### config.mk
export PLATFORM = sky130hd
export DESIGN_NAME = ffd_phase_ctl
export DESIGN_NICKNAME = d
export VERILOG_FILES = /design/src/logic/ffd_pkg.sv /design/src/logic/ffd_fifo.sv /design/src/logic/ffd_phase_ctl.sv
export SDC_FILE = /design/constraint.sdc
export NUM_CORES = 1
export LEC_CHECK = 0
export ABC_CLOCK_PERIOD_IN_PS = 3400
export BUFFER_PORTS_ARGS = -buffer_cell sky130_fd_sc_hd__buf_2
export CORE_MARGIN = 3
export CORE_UTILIZATION = 45
export CTS_CLUSTER_SIZE = 14
export DETAILED_ROUTE_END_ITERATION = 12
export SLEW_MARGIN = 30
export SYNTH_ARGS = -nofsm -noshare
export SYNTH_HDL_FRONTEND = slang
export SYNTH_SLANG_ARGS = --single-unit
### constraint.sdc
create_clock -name ref_clk -period 3.4 [get_ports ref_clk]
set_input_delay 0.34 -clock ref_clk [delete_from_list [all_inputs] [get_ports ref_clk]]
set_output_delay 0.34 -clock ref_clk [all_outputs]
set_load 0.01 [all_outputs]
### src/logic/ffd_pkg.sv
package ffd_pkg;

  // ****************************************
  // Register port map
  // ****************************************
  localparam int FFD_ADDR_W = 4;
  localparam logic [3:0] FFD_REG_STATUS = 4'h0;
  localparam logic [3:0] FFD_REG_DATA = 4'h1;
  localparam logic [3:0] FFD_REG_CONFIG = 4'h2;
  localparam logic [3:0] FFD_REG_CONTROL = 4'h3;
  localparam int FFD_CTRL_SRST_BIT = 0;
  localparam logic [7:0] FFD_DEV_CFG_RESET = 8'h00;
  localparam int FFD_DEV_CFG_BURST_BIT = 1;

  // ****************************************
  // Commands and parameter layout
  // ****************************************
  localparam logic [4:0] FFD_OP_SPECIFY = 5'h03;
  localparam logic [4:0] FFD_OP_WRITE = 5'h05;
  localparam logic [4:0] FFD_OP_READ = 5'h06;
  localparam logic [4:0] FFD_OP_SENSE = 5'h08;
  localparam logic [4:0] FFD_OP_CONFIG = 5'h13;
  localparam int FFD_CMD_BYTES = 9;
  localparam int FFD_RES_BYTES = 7;
  localparam logic [2:0] FFD_XFER_RES_LEN = 3'h7;
  localparam int FFD_PAR_DRIVE = 1;
  localparam int FFD_PAR_CYL = 2;
  localparam int FFD_PAR_HEAD = 3;
  localparam int FFD_PAR_SECT = 4;
  localparam int FFD_PAR_SIZE = 5;
  localparam int FFD_PAR_END_SECT = 6;
  localparam int FFD_PAR_CFG = 2;
  localparam int FFD_CFG_FIFO_OFF_BIT = 5;
  localparam logic FFD_FIFO_OFF_RESET = 1'b1;
  localparam logic [3:0] FFD_THR_RESET = 4'h0;

  // ****************************************
  // Status bits and result codes
  // ****************************************
  localparam int FFD_MSR_REQ = 7;
  localparam int FFD_MSR_DIR = 6;
  localparam int FFD_MSR_BUSY = 4;
  localparam logic [7:0] FFD_ST0_ABNORMAL = 8'h40;
  localparam logic [7:0] FFD_ST0_INVALID = 8'h80;
  localparam logic [7:0] FFD_ST1_EOC = 8'h80;
  localparam logic [7:0] FFD_ST1_OVR = 8'h10;

  // ****************************************
  // FIFO
  // ****************************************
  localparam int FFD_FIFO_DEPTH = 16;
  localparam logic [4:0] FFD_FIFO_LAST = 5'h0F;

  typedef enum logic [2:0] {
    PH_CMD = 3'b000,
    PH_PROC = 3'b001,
    PH_EXEC = 3'b010,
    PH_DRAIN = 3'b011,
    PH_RES = 3'b100
  } ffd_phase_t;

  // Parameter bytes that follow each opcode
  function automatic logic [3:0] ffd_param_count(input logic [4:0] op);
    case (op)
      FFD_OP_READ, FFD_OP_WRITE: return 4'h8;
      FFD_OP_SPECIFY: return 4'h2;
      FFD_OP_CONFIG: return 4'h3;
      default: return 4'h0;
    endcase
  endfunction : ffd_param_count

  // Opcodes that the controller accepts
  function automatic logic ffd_opcode_valid(input logic [4:0] op);
    case (op)
      FFD_OP_READ, FFD_OP_WRITE, FFD_OP_SPECIFY, FFD_OP_SENSE, FFD_OP_CONFIG: return 1'b1;
      default: return 1'b0;
    endcase
  endfunction : ffd_opcode_valid

endpackage : ffd_pkg

### src/logic/ffd_fifo.sv
`timescale 1ns/100ps
`default_nettype none
module ffd_fifo
  import ffd_pkg::*;
#(
  parameter int WIDTH = 8,
  parameter int DEPTH = FFD_FIFO_DEPTH
)
(
  // Clock and reset
  input wire logic clk,
  input wire logic srst,
  // Flush empties the store
  input wire logic flush,
  // Fill side
  input wire logic push,
  input wire logic [WIDTH-1:0] wdata,
  // Drain side
  input wire logic pop,
  output logic [WIDTH-1:0] rdata,
  // Fill level
  output logic [$clog2(DEPTH):0] count,
  output logic full,
  output logic empty
);
  localparam int AW = $clog2(DEPTH);

  // ****************************************
  // Storage
  // ****************************************
  logic [WIDTH-1:0] mem [0:DEPTH-1];
  logic [AW-1:0] wr_ptr;
  logic [AW-1:0] rd_ptr;
  wire do_push = push && !full;
  wire do_pop = pop && !empty;

  if (DEPTH < 2 || (1 << AW) != DEPTH)
  begin : g_bad_depth
    $error("ffd_fifo depth must be a power of two");
  end

  // Flags and head word
  assign full = count == (AW + 1)'(DEPTH);
  assign empty = count == '0;
  assign rdata = mem[rd_ptr];

  // Data store
  always_ff @(posedge clk)
  begin
    if (do_push)
      mem[wr_ptr] <= wdata;
  end

  // Pointers and level
  always_ff @(posedge clk)
  begin
    if (srst || flush)
    begin
      wr_ptr <= '0;
      rd_ptr <= '0;
      count <= '0;
    end
    else
    begin
      wr_ptr <= wr_ptr + AW'(do_push);
      rd_ptr <= rd_ptr + AW'(do_pop);
      count <= count + (AW + 1)'(do_push) - (AW + 1)'(do_pop);
    end
  end
endmodule : ffd_fifo
`default_nettype wire

### src/logic/ffd_phase_ctl.sv
`timescale 1ns/100ps
`default_nettype none
module ffd_phase_ctl
  import ffd_pkg::*;
#(
  parameter int SECTOR_BYTES = 512
)
(
  // Clock and reset
  input wire logic ref_clk,
  input wire logic srst,
  // Register port
  input wire logic [FFD_ADDR_W-1:0] reg_addr,
  input wire logic [7:0] reg_wdata,
  input wire logic reg_wr,
  input wire logic reg_rd,
  output logic [7:0] reg_rdata,
  // Interrupt
  output logic irq,
  // DMA
  output logic dma_req,
  input wire logic dma_ack,
  input wire logic [7:0] dma_wdata,
  output logic [7:0] dma_rdata,
  input wire logic tc,
  // Disk data stream
  input wire logic disk_in_valid,
  input wire logic [7:0] disk_in_data,
  input wire logic disk_out_req,
  output logic [7:0] disk_out_data
);
  localparam int BC_W = $clog2(SECTOR_BYTES);
  localparam logic [BC_W-1:0] BC_LAST = BC_W'(SECTOR_BYTES - 1);

  if (SECTOR_BYTES < 2)
  begin : g_bad_sector
    $error("ffd_phase_ctl needs at least two bytes per sector");
  end

  // ****************************************
  // State
  // ****************************************
  ffd_phase_t phase;
  logic [7:0] cmd_buf [0:FFD_CMD_BYTES-1];
  logic [7:0] res_buf [0:FFD_RES_BYTES-1];
  logic [3:0] cmd_idx;
  logic [2:0] res_idx;
  logic [2:0] res_len;
  logic busy;
  logic invalid_pend;
  logic soft_rst;
  logic fifo_en_low;
  logic [3:0] fifo_thr;
  logic [7:0] dev_cfg;
  logic dir_read;
  logic [7:0] sector;
  logic [7:0] end_sect;
  logic [BC_W-1:0] byte_cnt;
  logic tc_seen;
  logic overrun;
  logic underrun;
  logic last_loaded;
  logic req_on;
  logic gap;
  logic [4:0] fifo_cnt;
  logic fifo_full;
  logic fifo_empty;
  logic [7:0] fifo_rdata;

  // ****************************************
  // Decode
  // ****************************************
  wire core_rst = srst || soft_rst;
  wire req_master = (phase == PH_CMD) || (phase == PH_RES);
  wire dir_to_host = phase == PH_RES;
  wire data_wr = reg_wr && (reg_addr == FFD_REG_DATA);
  wire data_rd = reg_rd && (reg_addr == FFD_REG_DATA);
  wire cmd_take = data_wr && (phase == PH_CMD);
  wire res_take = data_rd && (phase == PH_RES);
  wire [4:0] op = cmd_buf[0][4:0];
  wire proc_bad = (phase == PH_PROC) && (cmd_idx == 4'h1) && !ffd_opcode_valid(op);
  wire proc_done = (phase == PH_PROC) && !proc_bad
                   && (cmd_idx == ffd_param_count(op) + 4'h1);
  wire launch_xfer = proc_done && ((op == FFD_OP_READ) || (op == FFD_OP_WRITE));
  wire launch_sense = proc_done && (op == FFD_OP_SENSE);
  wire launch_cfg = proc_done && (op == FFD_OP_CONFIG);
  wire fifo_en = !fifo_en_low;
  wire burst = dev_cfg[FFD_DEV_CFG_BURST_BIT];

  // Transfer conditions
  wire in_exec = phase == PH_EXEC;
  wire in_xfer = in_exec || (phase == PH_DRAIN);
  wire stop = tc_seen || overrun || underrun;
  wire full_eff = fifo_en ? fifo_full : !fifo_empty;
  wire tc_now = in_xfer && dma_ack && tc;
  wire push_disk = in_exec && dir_read && disk_in_valid && !stop && !full_eff;
  wire ovr_now = in_exec && dir_read && disk_in_valid && !stop && full_eff;
  wire push_dma = in_exec && !dir_read && dma_ack && !stop && !full_eff;
  wire pop_dma = in_xfer && dir_read && dma_ack && !fifo_empty;
  wire pop_disk = in_exec && !dir_read && disk_out_req && !fifo_empty && !underrun;
  wire udr_now = in_exec && !dir_read && disk_out_req && fifo_empty && !stop;
  wire disk_byte = in_exec && (dir_read ? disk_in_valid : disk_out_req);
  wire sect_end = disk_byte && (byte_cnt == BC_LAST);
  wire tc_any = tc_seen || tc_now;
  wire ovr_any = overrun || ovr_now || underrun || udr_now;
  wire eoc_hit = !tc_any && (sector == end_sect);
  wire finish = sect_end && (tc_any || ovr_any || (sector == end_sect));
  wire go_drain = finish && dir_read && !tc_any && !ovr_any;
  wire abnormal = ovr_any || eoc_hit;
  wire [7:0] st1 = (eoc_hit ? FFD_ST1_EOC : 8'h00) | (ovr_any ? FFD_ST1_OVR : 8'h00);
  wire [7:0] st0 = (abnormal ? FFD_ST0_ABNORMAL : 8'h00)
                   | {5'h00, cmd_buf[FFD_PAR_DRIVE][2:0]};

  // DMA thresholds: the field is threshold minus one
  wire [4:0] thr_hi = FFD_FIFO_LAST - {1'b0, fifo_thr};
  wire rd_trig = !fifo_empty && (!fifo_en || (fifo_cnt >= thr_hi) || last_loaded);
  wire wr_trig = fifo_en ? (fifo_cnt <= thr_hi) : fifo_empty;
  wire rd_drop = fifo_empty || (pop_dma && (fifo_cnt == 5'h01));
  wire wr_drop = full_eff || (push_dma && (!fifo_en || fifo_cnt == FFD_FIFO_LAST));

  // ****************************************
  // FIFO
  // ****************************************
  ffd_fifo #(
    .WIDTH(8),
    .DEPTH(FFD_FIFO_DEPTH)
  ) u_fifo (
    .clk(ref_clk),
    .srst(core_rst),
    .flush(!in_xfer),
    .push(push_disk || push_dma),
    .wdata(dir_read ? disk_in_data : dma_wdata),
    .pop(pop_dma || pop_disk),
    .rdata(fifo_rdata),
    .count(fifo_cnt),
    .full(fifo_full),
    .empty(fifo_empty)
  );

  // ****************************************
  // Register port
  // ****************************************
  wire [7:0] msr = {req_master, dir_to_host, 1'b0, busy, 4'h0};
  wire [7:0] rd_mux = (reg_addr == FFD_REG_STATUS) ? msr :
                      (reg_addr == FFD_REG_DATA && dir_to_host) ? res_buf[res_idx] :
                      (reg_addr == FFD_REG_CONFIG) ? dev_cfg :
                      (reg_addr == FFD_REG_CONTROL) ? {3'h0, fifo_cnt} : 8'h00;

  // Read data for one cycle, config byte and software reset
  always_ff @(posedge ref_clk)
  begin
    if (srst)
    begin
      reg_rdata <= 8'h00;
      dev_cfg <= FFD_DEV_CFG_RESET;
      soft_rst <= 1'b0;
    end
    else
    begin
      reg_rdata <= reg_rd ? rd_mux : 8'h00;
      soft_rst <= reg_wr && (reg_addr == FFD_REG_CONTROL) && reg_wdata[FFD_CTRL_SRST_BIT];
      if (reg_wr && (reg_addr == FFD_REG_CONFIG))
        dev_cfg <= reg_wdata;
    end
  end

  // ****************************************
  // Phase sequencer
  // ****************************************
  always_ff @(posedge ref_clk)
  begin
    if (core_rst)
    begin
      phase <= PH_CMD;
      cmd_idx <= 4'h0;
      res_idx <= 3'h0;
      res_len <= 3'h0;
      busy <= 1'b0;
      irq <= 1'b0;
      invalid_pend <= 1'b0;
      fifo_en_low <= FFD_FIFO_OFF_RESET;
      fifo_thr <= FFD_THR_RESET;
    end
    else
    begin
      case (phase)
        PH_CMD:
          if (cmd_take)
          begin
            cmd_idx <= cmd_idx + 4'h1;
            busy <= 1'b1;
            phase <= PH_PROC;
          end
        PH_PROC:
          if (proc_bad)
          begin
            irq <= 1'b1;
            invalid_pend <= 1'b1;
            busy <= 1'b0;
            cmd_idx <= 4'h0;
            phase <= PH_CMD;
          end
          else if (launch_xfer)
          begin
            cmd_idx <= 4'h0;
            phase <= PH_EXEC;
          end
          else if (launch_sense)
          begin
            irq <= 1'b0;
            invalid_pend <= 1'b0;
            res_len <= invalid_pend ? 3'h1 : 3'h2;
            cmd_idx <= 4'h0;
            phase <= PH_RES;
          end
          else if (proc_done)
          begin
            if (launch_cfg)
            begin
              fifo_en_low <= cmd_buf[FFD_PAR_CFG][FFD_CFG_FIFO_OFF_BIT];
              fifo_thr <= cmd_buf[FFD_PAR_CFG][3:0];
            end
            busy <= 1'b0;
            cmd_idx <= 4'h0;
            phase <= PH_CMD;
          end
          else
            phase <= PH_CMD;
        PH_EXEC:
          if (finish)
          begin
            res_len <= FFD_XFER_RES_LEN;
            if (go_drain)
              phase <= PH_DRAIN;
            else
            begin
              irq <= 1'b1;
              phase <= PH_RES;
            end
          end
        PH_DRAIN:
          if (fifo_empty)
          begin
            irq <= 1'b1;
            phase <= PH_RES;
          end
        PH_RES:
          if (res_take)
          begin
            irq <= 1'b0;
            if (res_idx == res_len - 3'h1)
            begin
              res_idx <= 3'h0;
              busy <= 1'b0;
              phase <= PH_CMD;
            end
            else
              res_idx <= res_idx + 3'h1;
          end
        default:
          phase <= PH_CMD;
      endcase
    end
  end

  // Command and result byte stores
  always_ff @(posedge ref_clk)
  begin
    if (cmd_take)
      cmd_buf[cmd_idx] <= reg_wdata;
    if (launch_sense)
    begin
      res_buf[0] <= invalid_pend ? FFD_ST0_INVALID : 8'h00;
      res_buf[1] <= 8'h00;
    end
    if (in_exec && finish)
    begin
      res_buf[0] <= st0;
      res_buf[1] <= st1;
      res_buf[2] <= 8'h00;
      res_buf[3] <= cmd_buf[FFD_PAR_CYL];
      res_buf[4] <= cmd_buf[FFD_PAR_HEAD];
      res_buf[5] <= sector;
      res_buf[6] <= cmd_buf[FFD_PAR_SIZE];
    end
  end

  // ****************************************
  // Execution tracking
  // ****************************************
  always_ff @(posedge ref_clk)
  begin
    if (core_rst || launch_xfer)
    begin
      dir_read <= launch_xfer && (op == FFD_OP_READ);
      sector <= launch_xfer ? cmd_buf[FFD_PAR_SECT] : 8'h00;
      end_sect <= launch_xfer ? cmd_buf[FFD_PAR_END_SECT] : 8'h00;
      byte_cnt <= '0;
      tc_seen <= 1'b0;
      overrun <= 1'b0;
      underrun <= 1'b0;
      last_loaded <= 1'b0;
    end
    else
    begin
      tc_seen <= tc_seen || tc_now;
      overrun <= overrun || ovr_now;
      underrun <= underrun || udr_now;
      last_loaded <= (last_loaded && !fifo_empty) || (sect_end && push_disk);
      if (sect_end)
      begin
        byte_cnt <= '0;
        if (!finish)
          sector <= sector + 8'h01;
      end
      else if (disk_byte)
        byte_cnt <= byte_cnt + BC_W'(1);
    end
  end

  // Bytes toward the disk; padding zeros once the host stops
  always_ff @(posedge ref_clk)
  begin
    if (core_rst)
      disk_out_data <= 8'h00;
    else if (in_exec && disk_out_req)
      disk_out_data <= pop_disk ? fifo_rdata : 8'h00;
  end

  // ****************************************
  // DMA request
  // ****************************************
  always_ff @(posedge ref_clk)
  begin
    if (core_rst || !in_xfer || stop || tc_now)
      req_on <= 1'b0;
    else if (dir_read)
      req_on <= req_on ? !rd_drop : rd_trig;
    else
      req_on <= req_on ? !wr_drop : (in_exec && wr_trig && !full_eff);
  end

  // Single mode leaves one idle cycle after each acknowledge
  always_ff @(posedge ref_clk)
  begin
    if (core_rst)
      gap <= 1'b0;
    else
      gap <= dma_ack && !burst;
  end

  assign dma_req = req_on && !gap;
  assign dma_rdata = fifo_rdata;

  // ****************************************
  // Checks
  // ****************************************
  a_reset_phase: assert property (@(posedge ref_clk) srst |=> phase == PH_CMD && req_master && !dir_to_host)
    else $error("controller not in command phase after reset");

  a_req_drop: assert property (@(posedge ref_clk) disable iff (core_rst) cmd_take |=> !req_master)
    else $error("request flag stayed up after a command byte");

  a_last_param: assert property (@(posedge ref_clk) disable iff (core_rst)
    launch_xfer |=> !req_master && phase == PH_EXEC)
    else $error("request flag not held low after final parameter");

  a_fifo_idle: assert property (@(posedge ref_clk) disable iff (core_rst)
    phase == PH_CMD |-> fifo_empty)
    else $error("FIFO holds data in command phase");

  a_rd_threshold: assert property (@(posedge ref_clk) disable iff (core_rst)
    in_xfer && dir_read && !stop && !tc_now && !req_on && fifo_en && !fifo_empty
    && fifo_cnt >= FFD_FIFO_LAST - {1'b0, fifo_thr} |=> req_on)
    else $error("read request missing at threshold");

  a_rd_empty: assert property (@(posedge ref_clk) disable iff (core_rst)
    in_xfer && dir_read && fifo_empty |=> !dma_req)
    else $error("read request held with empty FIFO");

  a_wr_entry: assert property (@(posedge ref_clk) disable iff (core_rst)
    launch_xfer && op == FFD_OP_WRITE |=> ##1 dma_req)
    else $error("write request not raised on entering execution");

  a_tc_stop: assert property (@(posedge ref_clk) disable iff (core_rst)
    tc_now |=> !dma_req [*3])
    else $error("DMA request after terminal count");

  a_irq_result: assert property (@(posedge ref_clk) disable iff (core_rst)
    $past(in_xfer) && phase == PH_RES |-> irq)
    else $error("result phase entered without interrupt");

  a_res_done: assert property (@(posedge ref_clk) disable iff (core_rst)
    res_take && res_idx == res_len - 3'h1 |=> req_master && !dir_to_host && !busy)
    else $error("status not ready after last result byte");

  a_invalid_irq: assert property (@(posedge ref_clk) disable iff (core_rst)
    cmd_take && cmd_idx == 4'h0 && !ffd_opcode_valid(reg_wdata[4:0]) |=> ##1 irq && phase == PH_CMD)
    else $error("invalid opcode did not interrupt");

  a_single_gap: assert property (@(posedge ref_clk) disable iff (core_rst)
    dma_ack && !burst |=> !dma_req)
    else $error("single mode request without idle cycle");
endmodule : ffd_phase_ctl
`default_nettype wire

==> flow_metrics.env, run 1 <==
export IMPL_grt_antenna_before_repair=0
export IMPL_synth_compound_area_share_pct=6.50
export IMPL_ant_nets=0
export IMPL_cts_buffer_depth=3
export IMPL_core_area_um2=28000
export IMPL_synth_nets=952
export IMPL_post_dp_hpwl_um=19600
export IMPL_final_util_pct=52.9
export IMPL_worstSetupPathType="flop to flop"
export IMPL_fin_crit_sh_pct=93.1
export IMPL_ctsResizeCount=0
export IMPL_hold_viol_final=0
export IMPL_io_pins=62
export IMPL_worst_setup_path_end_kind="flop"
export IMPL_ys_seq_elements=309
export IMPL_overflow=0
export IMPL_drv_slew=0
export IMPL_leakage_uw=0.00502
export IMPL_gr_usage_all_layers_pct=19.0
export IMPL_fin_ws_ps=234
export IMPL_dpl_worst_slack_ps=264
export IMPL_clkTransAtPathRegs_ps=60
export IMPL_nets=1043
export IMPL_die_area_um2=30700
export IMPL_synth_area_per_cell_um2=14.5
export IMPL_status="finished clean"
export IMPL_setup_viol=0
export IMPL_rsz0062_at_grt="no"
export IMPL_synth_top_area_share_pct=54.0
export IMPL_cp_max_fo=5
export IMPL_slew_headroom_pct=43.9
export IMPL_gp_congestion=0.859
export IMPL_synthSimpleGateAreaFrac_pct=11.3
export IMPL_routed_wl_um=28700
export IMPL_cp_arrival_ps=3380
export IMPL_antenna_cells=0
export IMPL_worstPathRequired_ps=3610
export IMPL_wire_per_inst_um=20.8
export IMPL_synthXorXnorAreaFrac_pct=2.43
export IMPL_synth_top_family_by_area="simple AND/OR/NAND/NOR gates"
export IMPL_synth_area_um2=12900
export IMPL_synth_cell_types=78
export IMPL_cts_root_buf="clkbuf_16"
export IMPL_route_vias_total=7586
export IMPL_yosys_warnings=0
export IMPL_cts_hold_fix_buffers=0
export IMPL_grt_pass1_wl_um=45200
export IMPL_synthMuxAreaShare_pct=9.36
export IMPL_first_pass_iters=5
export IMPL_die_y_um=175
export IMPL_grt_pass1_vias=7684
export IMPL_drc=0
export IMPL_fp_dieW_um=175
export IMPL_async_reset_ff_share_pct=0
export IMPL_setup_tns_final_ps=0
export IMPL_synth_edf_count=232
export IMPL_syn_inst=891
export IMPL_port_buffers=61
export IMPL_tightest_slew_ps=836
export IMPL_power_uw=7640
export IMPL_drive_above_1_share_pct=22.0
export IMPL_cts_sinks=309
export IMPL_hold_path_class="input port to flop"
export IMPL_cts_max_level=2
export IMPL_synth_area_top_cells="edfxtp_1, dfxtp_1, mux4_2"
export IMPL_max_freq_mhz=316
export IMPL_viasPerCell=5.49
export IMPL_synthAdderAreaFrac_pct=2.48
export IMPL_synth_top_area_cell="edfxtp_1"
export IMPL_cts_tree="yes"
export IMPL_row_count=61
export IMPL_whs_ps=153
export IMPL_floorplan_initialDensity_pct=46.0
export IMPL_ys_seq_area_share_pct=66.0
export IMPL_postSynth_topFlopCell="edfxtp_1"
export IMPL_skew_ps=22.5
export IMPL_cts_buffers=35
export IMPL_fin_crit_ps=3170
export IMPL_synthToLayoutAreaGrowth_pct=15.0
export IMPL_grt_max_degree=40
export IMPL_vdd_ir_drop_max_mv=0.389
export IMPL_p_per_area_nw_per_um2=515
export IMPL_cap_violations=0
export IMPL_drt_first_iter_violations=623
export IMPL_crit_path_start_kind="flop"
export IMPL_clock_latency_ps=510
export IMPL_cts_setup_buffers=0
-- registers in the layout, summed over array words and instances, names as in the netlist, 8 cells and up, named ones only --
name           flops
byte_cnt           9
cmd_buf           48
dev_cfg            8
disk_out_data      8
end_sect           8
reg_rdata          8
res_buf           39
sector             8
u_fifo.mem       128
-- layer usage --
| layer | track usage, % | part of all wire [%] | wire [um] |
|---|---|---|---|
| met1 | 26.0 | 44 | 12700 |
| met2 | 31.8 | 49 | 14200 |
| met3 | 3.16 | 4.5 | 1290 |
| met4 | 5.02 | 2.0 | 577 |
| met5 | 0 | 0 | 0 |
-- final cells by class --
type	count	area, um^2
Multi-Input combinational cell	521	4150
Sequential cell	309	8510
Clock inverter	16	118
Tap cell	378	473
Inverter	17	63.8
Clock buffer	44	920
Timing Repair Buffer	98	596
Fill cell	2376	13200
-- critical path: stages, from the launching register on --
cell	delay [ps]
dfxtp_1	310
inv_1	70
ha_1	220
nor3b_2	380
mux2_2	390
a211oi_1	360
buf_4	220
or3b_1	420
nor2_1	290
buf_4	220
-- where the power goes --
part | switching (uW) | internal (uW) | total, uW | leakage, uW
combinational | 119 | 51.3 | 170 | 0.00178
sequential | 17.8 | 4070 | 4090 | 0.00274
clock | 1450 | 1930 | 3380 | 0.000499
-- cells in the final DEF (no fill, tap or decap), types with 18 or more instances in the layout --
cell type | netlist | routed
buf_4 | 1 | 36
edfxtp_1 | 232 | 232
buf_2 | 10 | 61
nor3_1 | 18 | 18
a21oi_1 | 30 | 30
o21ai_0 | 19 | 19
nor2_1 | 80 | 80
clkbuf_16 | 0 | 35
ha_1 | 24 | 24
nand2_1 | 55 | 55
dfxtp_1 | 77 | 76
nand3_1 | 24 | 24
mux4_2 | 40 | 40
and3_1 | 24 | 24
xnor2_1 | 21 | 21
-- metrics by stage --
stage | instance area, um^2 | instances
2_1_floorplan | 12900 | 891
3_3_place_gp | 13800 | 1323
3_5_place_dp | 13800 | 1323
4_1_cts | 14800 | 1383
5_1_grt | 14800 | 1383
6_report | 14800 | 1383
-- cells by family after synthesis --
logic type	after synthesis
mux	69
simple gates	274
fa+ha+maj	25
xor+xnor	34
flops	309
compound gates	119
buf+inv	61
-- Yosys cell counts (all sizes together) (11+ instances only) --
master	instances
buf	14
mux2	12
ha	24
dfxtp	77
edfxtp	232
xor2	12
a22oi	16
mux2i	17
nand2b	11
nor2	81
nor3	19
nand3	24
and3	25
mux4	40
xnor2	21
o21ai	19
a21oi	31
nand2	55
clkbuf	30
inv	17
-- final timing paths --
check | cells after the start | start | to | slack, ps
worst max-delay path | 9 | u_fifo.count[3]$_SDFF_PP0_ | u_fifo.mem[4][3]$_DFFE_PP_ | 230
worst min-delay path | 1 | reg_wdata[7] | cmd_buf[6][7]$_DFFE_PP_ | 150
worst max register to register | 9 | u_fifo.count[3]$_SDFF_PP0_ | u_fifo.mem[4][3]$_DFFE_PP_ | 230
worst min register to register | 0 | cmd_buf[3][3]$_DFFE_PP_ | res_buf[4][3]$_DFFE_PP_ | 420
Power figures use the tool's default switching activity.
==> run 2, diff against run 1 <==
--- a/config.mk
+++ b/config.mk
@@ -6,4 +6,5 @@
 export NUM_CORES = 1
 export LEC_CHECK = 0
+export ABC_AREA = 1
 export ABC_CLOCK_PERIOD_IN_PS = 3400
 export BUFFER_PORTS_ARGS = -buffer_cell sky130_fd_sc_hd__buf_2
==> constraint.sdc (replaced) <==
create_clock -name ref_clk -period 3.4 [get_ports ref_clk]
set_input_delay 0.51 -clock ref_clk [delete_from_list [all_inputs] [get_ports ref_clk]]
set_output_delay 0.51 -clock ref_clk [all_outputs]
set_load 0.01 [all_outputs]
==> flow_metrics.env, run 2 <==
export IMPL_grt_antenna_before_repair=0
export IMPL_syn_inst=1192
export IMPL_wire_per_inst_um=18.6
export IMPL_synth_top_area_share_pct=52.2
export IMPL_slew_headroom_pct=45.8
export IMPL_synthAdderAreaFrac_pct=2.40
export IMPL_synthSimpleGateAreaFrac_pct=14.7
export IMPL_rr_startpoint="u_fifo.count[2]$_SDFF_PP0_"
export IMPL_grt_pass1_vias=8416
export IMPL_skew_ps=20.8
export IMPL_status="finished clean"
export IMPL_grt_max_degree=37
export IMPL_cts_buffer_depth=3
export IMPL_tightest_slew_ps=811
export IMPL_mostFrequentLayoutCells="edfxtp_1, nand2_1, inv_1"
export IMPL_synth_area_per_cell_um2=11.2
export IMPL_worst_setup_path_end_kind="primary output"
export IMPL_dpl_worst_slack_ps=595
export IMPL_crit_path_start_kind="flop"
export IMPL_ys_seq_area_share_pct=63.7
export IMPL_die_area_um2=31800
export IMPL_p_per_area_nw_per_um2=515
export IMPL_mostFrequentLayoutCell="edfxtp_1"
export IMPL_synth_most_common_cell="edfxtp_1"
export IMPL_cts_buffers=31
export IMPL_fp_dieW_um=178
export IMPL_row_count=62
export IMPL_path_cells="buf_12, a21oi_1, o21ai_0, o211ai_1, o211ai_1, nand2_1, buf_2"
export IMPL_cp_slowest_cell="dfxtp_4"
export IMPL_ys_seq_elements=309
export IMPL_fin_crit_ps=3040
export IMPL_post_dp_hpwl_um=22000
export IMPL_leakage_uw=0.00566
export IMPL_synthXorXnorAreaFrac_pct=1.51
export IMPL_cap_violations=0
export IMPL_synthMuxAreaShare_pct=2.40
export IMPL_core_area_um2=28900
export IMPL_drive_above_1_share_pct=15.8
export IMPL_cp_arrival_ps=2530
export IMPL_yosys_warnings=0
export IMPL_worstHoldPathCells=2
export IMPL_vdd_ir_drop_max_mv=0.369
export IMPL_floorplan_initialDensity_pct=46.1
export IMPL_cts_sinks=309
export IMPL_drc=0
export IMPL_fin_ws_ps=361
export IMPL_port_buffers=61
export IMPL_rsz0062_at_grt="no"
export IMPL_max_freq_mhz=329
export IMPL_hold_path_class="input port to flop"
export IMPL_synth_nets=1253
export IMPL_setup_tns_final_ps=0
export IMPL_drv_slew=0
export IMPL_cts_setup_buffers=0
export IMPL_ant_nets=0
export IMPL_postSynth_topFlopCell="edfxtp_1"
export IMPL_r2r_end="u_fifo.count[4]$_SDFF_PP0_"
export IMPL_fin_crit_sh_pct=89.4
export IMPL_synth_top_area_cell="edfxtp_1"
export IMPL_nets=1343
export IMPL_final_util_pct=53.0
export IMPL_synth_compound_area_share_pct=9.88
export IMPL_die_y_um=178
export IMPL_regMostFlops="u_fifo.mem"
export IMPL_grt_pass1_wl_um=49000
export IMPL_synth_area_um2=13400
export IMPL_gp_congestion=0.853
export IMPL_ctsResizeCount=0
export IMPL_fillers=2502
export IMPL_overflow=0
export IMPL_route_vias_total=8894
export IMPL_worstPathRequired_ps=2890
export IMPL_synthTopCellsByCount="edfxtp_1, nand2_1, inv_1"
export IMPL_largestRegisters="u_fifo.mem x128, cmd_buf x48, res_buf x39"
export IMPL_drt_first_iter_violations=652
export IMPL_cts_max_level=1
export IMPL_setup_viol=0
export IMPL_gr_usage_all_layers_pct=20.2
export IMPL_worstSetupPathType="flop to primary output"
export IMPL_synth_edf_count=232
export IMPL_hp_start="srst"
export IMPL_synth_cell_types=58
export IMPL_whs_endpoint="dev_cfg[1]$_SDFFE_PP0P_"
export IMPL_cts_tree="yes"
export IMPL_viasPerCell=5.26
export IMPL_io_pins=62
export IMPL_synth_top_family_by_area="simple AND/OR/NAND/NOR gates"
export IMPL_synth_area_top_cells="edfxtp_1, dfxtp_1, nand2_1"
export IMPL_cp_common_cell="o211ai_1"
export IMPL_max_stage_delay_ps=670
export IMPL_largest_reg_flops=128
export IMPL_antenna_cells=0
export IMPL_r2r_cells=16
export IMPL_async_reset_ff_share_pct=0
export IMPL_synthToLayoutAreaGrowth_pct=14.8
export IMPL_clkTransAtPathRegs_ps=60
export IMPL_first_pass_iters=6
export IMPL_cts_root_buf="clkbuf_16"
export IMPL_cts_hold_fix_buffers=0
export IMPL_routed_wl_um=31500
export IMPL_cp_max_fo=36
export IMPL_clock_latency_ps=570
export IMPL_rrSetupSlack_ps=610
export IMPL_hold_viol_final=0
[run 2: power breakdown]
group | total [uW] | switching [uW] | internal, uW
Sequential | 4080 | 17.9 | 4070
Clock | 3640 | 1420 | 2220
Combinational | 171 | 125 | 45.7
Total | 7900 | 1560 | 6330
[run 2: final cells by class]
| class | count | area, um^2 | area share, % |
|---|---|---|---|
| clock buffers | 42 | 857 | 5.59 |
| clock inverters | 16 | 240 | 1.57 |
| inverters | 144 | 548 | 3.58 |
| multi-input cells | 702 | 4120 | 26.9 |
| flip-flops and latches | 309 | 8510 | 55.5 |
| well taps | 384 | 480 | 3.13 |
| repair buffers | 94 | 566 | 3.69 |
[run 2: per-layer routing]
metal / wire length [um] / vias to the layer above / GRT usage [%] / part of all wire (%)
li1: - / 4335 / - / -
met1: 15100 / 4265 / 31.3 / 48
met2: 13800 / 256 / 30.5 / 44
met3: 2130 / 38 / 2.85 / 6.8
met4: 477 / 0 / 4.03 / 1.5
met5: 0 / - / 0 / 0
[run 2: how the worst max path moves through the flow]
| stage | from | end | slack, ps | cells past startpoint |
|---|---|---|---|---|
| 3_5_place_dp | disk_out_req | u_fifo.count[4]$_SDFF_PP0_ | 600 | 14 |
| 5_1_grt | u_fifo.count[2]$_SDFF_PP0_ | u_fifo.count[4]$_SDFF_PP0_ | 200 | 16 |
| 4_1_cts | u_fifo.rd_ptr[0]$_SDFF_PP0_ | dma_rdata[2] | 370 | 7 |
| 6_report | u_fifo.rd_ptr[0]$_SDFF_PP0_ | dma_rdata[2] | 360 | 7 |
| 3_3_place_gp | disk_out_req | u_fifo.count[4]$_SDFF_PP0_ | 610 | 14 |
| 2_1_floorplan | byte_cnt[0]$_SDFFE_PP0P_ | res_buf[0][0]$_SDFFCE_PN0P_ | 710 | 11 |
[run 2: logic make-up (layout without fill, tap and decap cells)]
logic type / Yosys count / count (layout)
buffers and inverters: 181 / 296
adder cells (fa/ha/maj): 25 / 25
XOR/XNOR: 23 / 23
AO/OA/AOI/OAI: 230 / 230
AND/OR/NAND/NOR: 392 / 392
flip-flops: 309 / 309
multiplexers: 32 / 32
[run 2: critical path, delay by kind of cell, from the launching register on]
kind            cells  cell delay (ps)
flops               1              670
simple gates        1              250
compound gates      4              550
buf+inv             2              460
[run 2: through the flow]
| stage | instance area (um^2) | cells | hold WS (ps) | total power, uW |
|---|---|---|---|---|
| floorplan | 13400 | 1192 | 400 | 4250 |
| global placement | 14200 | 1633 | 400 | 4340 |
| detailed placement | 14200 | 1633 | 405 | 4340 |
| CTS | 15300 | 1691 | 225 | 7980 |
| global route | 15300 | 1691 | 259 | 8140 |
| finish | 15300 | 1691 | 253 | 7900 |
==> run 3, diff against run 2 <==
Settings changed: SYNTH_HIERARCHICAL set to 1.
==> flow_metrics.env, run 3 <==
export IMPL_status="finished clean"
export IMPL_vdd_ir_drop_max_mv=0.385
export IMPL_wl_met3_um=1580
export IMPL_overflow=0
export IMPL_crit_path_start_kind="flop"
export IMPL_switching_share_pct=20.5
export IMPL_grt_antenna_before_repair=0
export IMPL_cts_sinks=309
export IMPL_regMostFlops="u_fifo/mem"
export IMPL_wl_met2_um=15600
export IMPL_switchingPower_uw=1580
export IMPL_ys_seq_elements=309
export IMPL_max_freq_mhz=326
export IMPL_cts_buffers=34
export IMPL_largest_reg_flops=128
export IMPL_p_per_area_nw_per_um2=504
export IMPL_cp_arrival_ps=3460
export IMPL_core_area_um2=29100
export IMPL_largestRegisters="u_fifo/mem x128, cmd_buf x48, res_buf x39"
export IMPL_io_pins=62
export IMPL_synth_top_area_share_pct=51.8
export IMPL_die_y_um=179
export IMPL_setup_viol=0
export IMPL_drv_slew=0
export IMPL_drt_met1_wl_um=13700
export IMPL_tightest_slew_ps=902
export IMPL_row_count=62
export IMPL_viasPerCell=4.98
export IMPL_rsz0062_at_grt="no"
export IMPL_r2r_cells=17
export IMPL_antenna_cells=0
export IMPL_fin_crit_ps=3070
export IMPL_port_buffers=61
export IMPL_worstHoldPathCells=2
export IMPL_skew_ps=24.4
export IMPL_ys_seq_area_share_pct=63.3
export IMPL_highest_layer="met4"
export IMPL_gp_congestion=0.864
export IMPL_fin_crit_sh_pct=90.2
export IMPL_synth_nets=1435
export IMPL_syn_inst=1374
export IMPL_synthToLayoutAreaGrowth_pct=13.6
export IMPL_die_area_um2=32000
export IMPL_place_inst=1810
export IMPL_route_vias_total=9324
export IMPL_gr_usage_all_layers_pct=20.0
export IMPL_clock_latency_ps=510
export IMPL_mostFrequentLayoutCell="nand2_1"
export IMPL_ant_nets=0
export IMPL_worst_setup_path_end_kind="flop"
export IMPL_finalNonFillerCells=1872
export IMPL_cts_buffer_depth=3
export IMPL_async_reset_ff_share_pct=0
export IMPL_synth_most_common_cell="nand2_1"
export IMPL_synth_area_um2=13400
export IMPL_cts_max_level=2
export IMPL_synth_area_per_cell_um2=9.78
export IMPL_pwr_share_seq_pct=53.1
export IMPL_p_comb_share_pct=2.2
export IMPL_hold_path_class="input port to flop"
export IMPL_cts_root_buf="clkbuf_16"
export IMPL_leakage_uw=0.00605
export IMPL_nets=1523
export IMPL_slew_headroom_pct=39.8
export IMPL_cap_violations=0
export IMPL_wire_per_inst_um=16.9
export IMPL_worstSetupPathType="flop to flop"
export IMPL_synthTopCellsByCount="nand2_1, edfxtp_1, inv_1"
export IMPL_cp_max_fo=6
export IMPL_routed_wl_um=31600
export IMPL_first_pass_iters=5
export IMPL_mostFrequentLayoutCells="nand2_1, edfxtp_1, inv_1"
export IMPL_setup_tns_final_ps=0
export IMPL_drt_first_iter_violations=560
export IMPL_yosys_warnings=6
export IMPL_hold_viol_final=0
export IMPL_p_int_uw=6120
export IMPL_floorplan_initialDensity_pct=46.2
export IMPL_synth_top_area_cell="edfxtp_1"
export IMPL_synth_cell_types=46
export IMPL_fp_dieW_um=179
export IMPL_synth_edf_count=232
export IMPL_grt_pass1_wl_um=49000
export IMPL_clkTransAtPathRegs_ps=60
export IMPL_drc=0
export IMPL_synth_area_top_cells="edfxtp_1, dfxtp_1, nand2_1"
export IMPL_grt_max_degree=82
export IMPL_drive_above_1_share_pct=10.8
export IMPL_clockPowerShare_pct=44.7
export IMPL_cts_tree="yes"
export IMPL_post_dp_hpwl_um=21700
export IMPL_worstPathRequired_ps=3790
export IMPL_postSynth_topFlopCell="edfxtp_1"
export IMPL_grt_pass1_vias=8935
## run 3: changes by cell type in the layout (fill, tap and decap cells not counted), sizes merged, moves of 34 or more
cell,delta
o21ai,-45
inv,+38
nand2,+206
nand3,+40
nor2,+44
o211ai,-34
## run 3: stage by stage
step	area [um^2]	total power (uW)	hold WS (ps)	utilization [%]	setup WS, ps
floorplan	13400	4240	399	-	620
global placement	14200	4340	401	48.8	391
detailed placement	14200	4340	405	48.8	284
CTS	15300	7790	227	52.5	271
global route	15300	7950	246	52.5	21.3
finish	15300	7690	249	52.5	334
## run 3: worst paths after layout
check	from	end	slack (ps)
setup / recovery	u_fifo/count[2]$_SDFF_PP0_	u_fifo/count[4]$_SDFF_PP0_	330
hold / removal	srst	dev_cfg[7]$_SDFFE_PP0P_	250
setup reg to reg	u_fifo/count[2]$_SDFF_PP0_	u_fifo/count[4]$_SDFF_PP0_	330
hold reg to reg	cmd_buf[5][2]$_DFFE_PP_	res_buf[6][2]$_DFFE_PP_	420
## run 3: final cells by class
cell class              count  area [um^2]
well taps                 384          480
clock inverters            10         76.3
flip-flops and latches    309         8510
inverters                 181          682
multi-input cells         853         4070
clock buffers              52          980
repair buffers             83          470
fillers                  2632        13800
## run 3: logic make-up (layout without fill, tap and decap cells)
kind of cell	count (synthesis)	in the layout	share of synthesized area, %
XOR/XNOR	24	24	1.56
flip-flops	309	309	63.3
buffers and inverters	212	326	6.44
adder cells (fa/ha/maj)	25	25	2.38
AO/OA/AOI/OAI	135	135	5.73
AND/OR/NAND/NOR	669	669	20.6
## run 3: what timing repair did
action | CTS | global route
setup endpoints to repair | 0 | 1
hold buffers | 0 | 0
hold endpoints to repair | 0 | 0
resized for setup | 0 | 1
setup buffers | 0 | 0
## run 3: routing by layer
metal | global-route usage (%) | up-vias
met2 | 35.0 | 244
met3 | 3.18 | 45
met4 | 5.97 | 0
met1 | 25.8 | 4312
li1 | - | 4723
met5 | 0 | -
## run 3: worst max-delay path: stages, from the launching register on
cell,delay [ps]
dfxtp_1,370
inv_1,80
ha_1,210
nand2_1,140
nor2_2,90
o21ai_0,300
inv_1,100
nand4_1,110
nand2_1,60
o21ai_0,130
ha_1,290
inv_1,60
ha_1,160
inv_1,60
fa_1,420
nand3b_1,190
a21oi_1,150
nor2_1,50
## run 3: power by group through the flow
stage,Sequential [uW],Combinational [uW],Clock (uW)
6_report,4090,171,3440
5_1_grt,4090,192,3670
4_1_cts,4090,176,3530
3_5_place_dp,4170,176,0
3_3_place_gp,4170,173,0
2_1_floorplan,4160,80.9,0
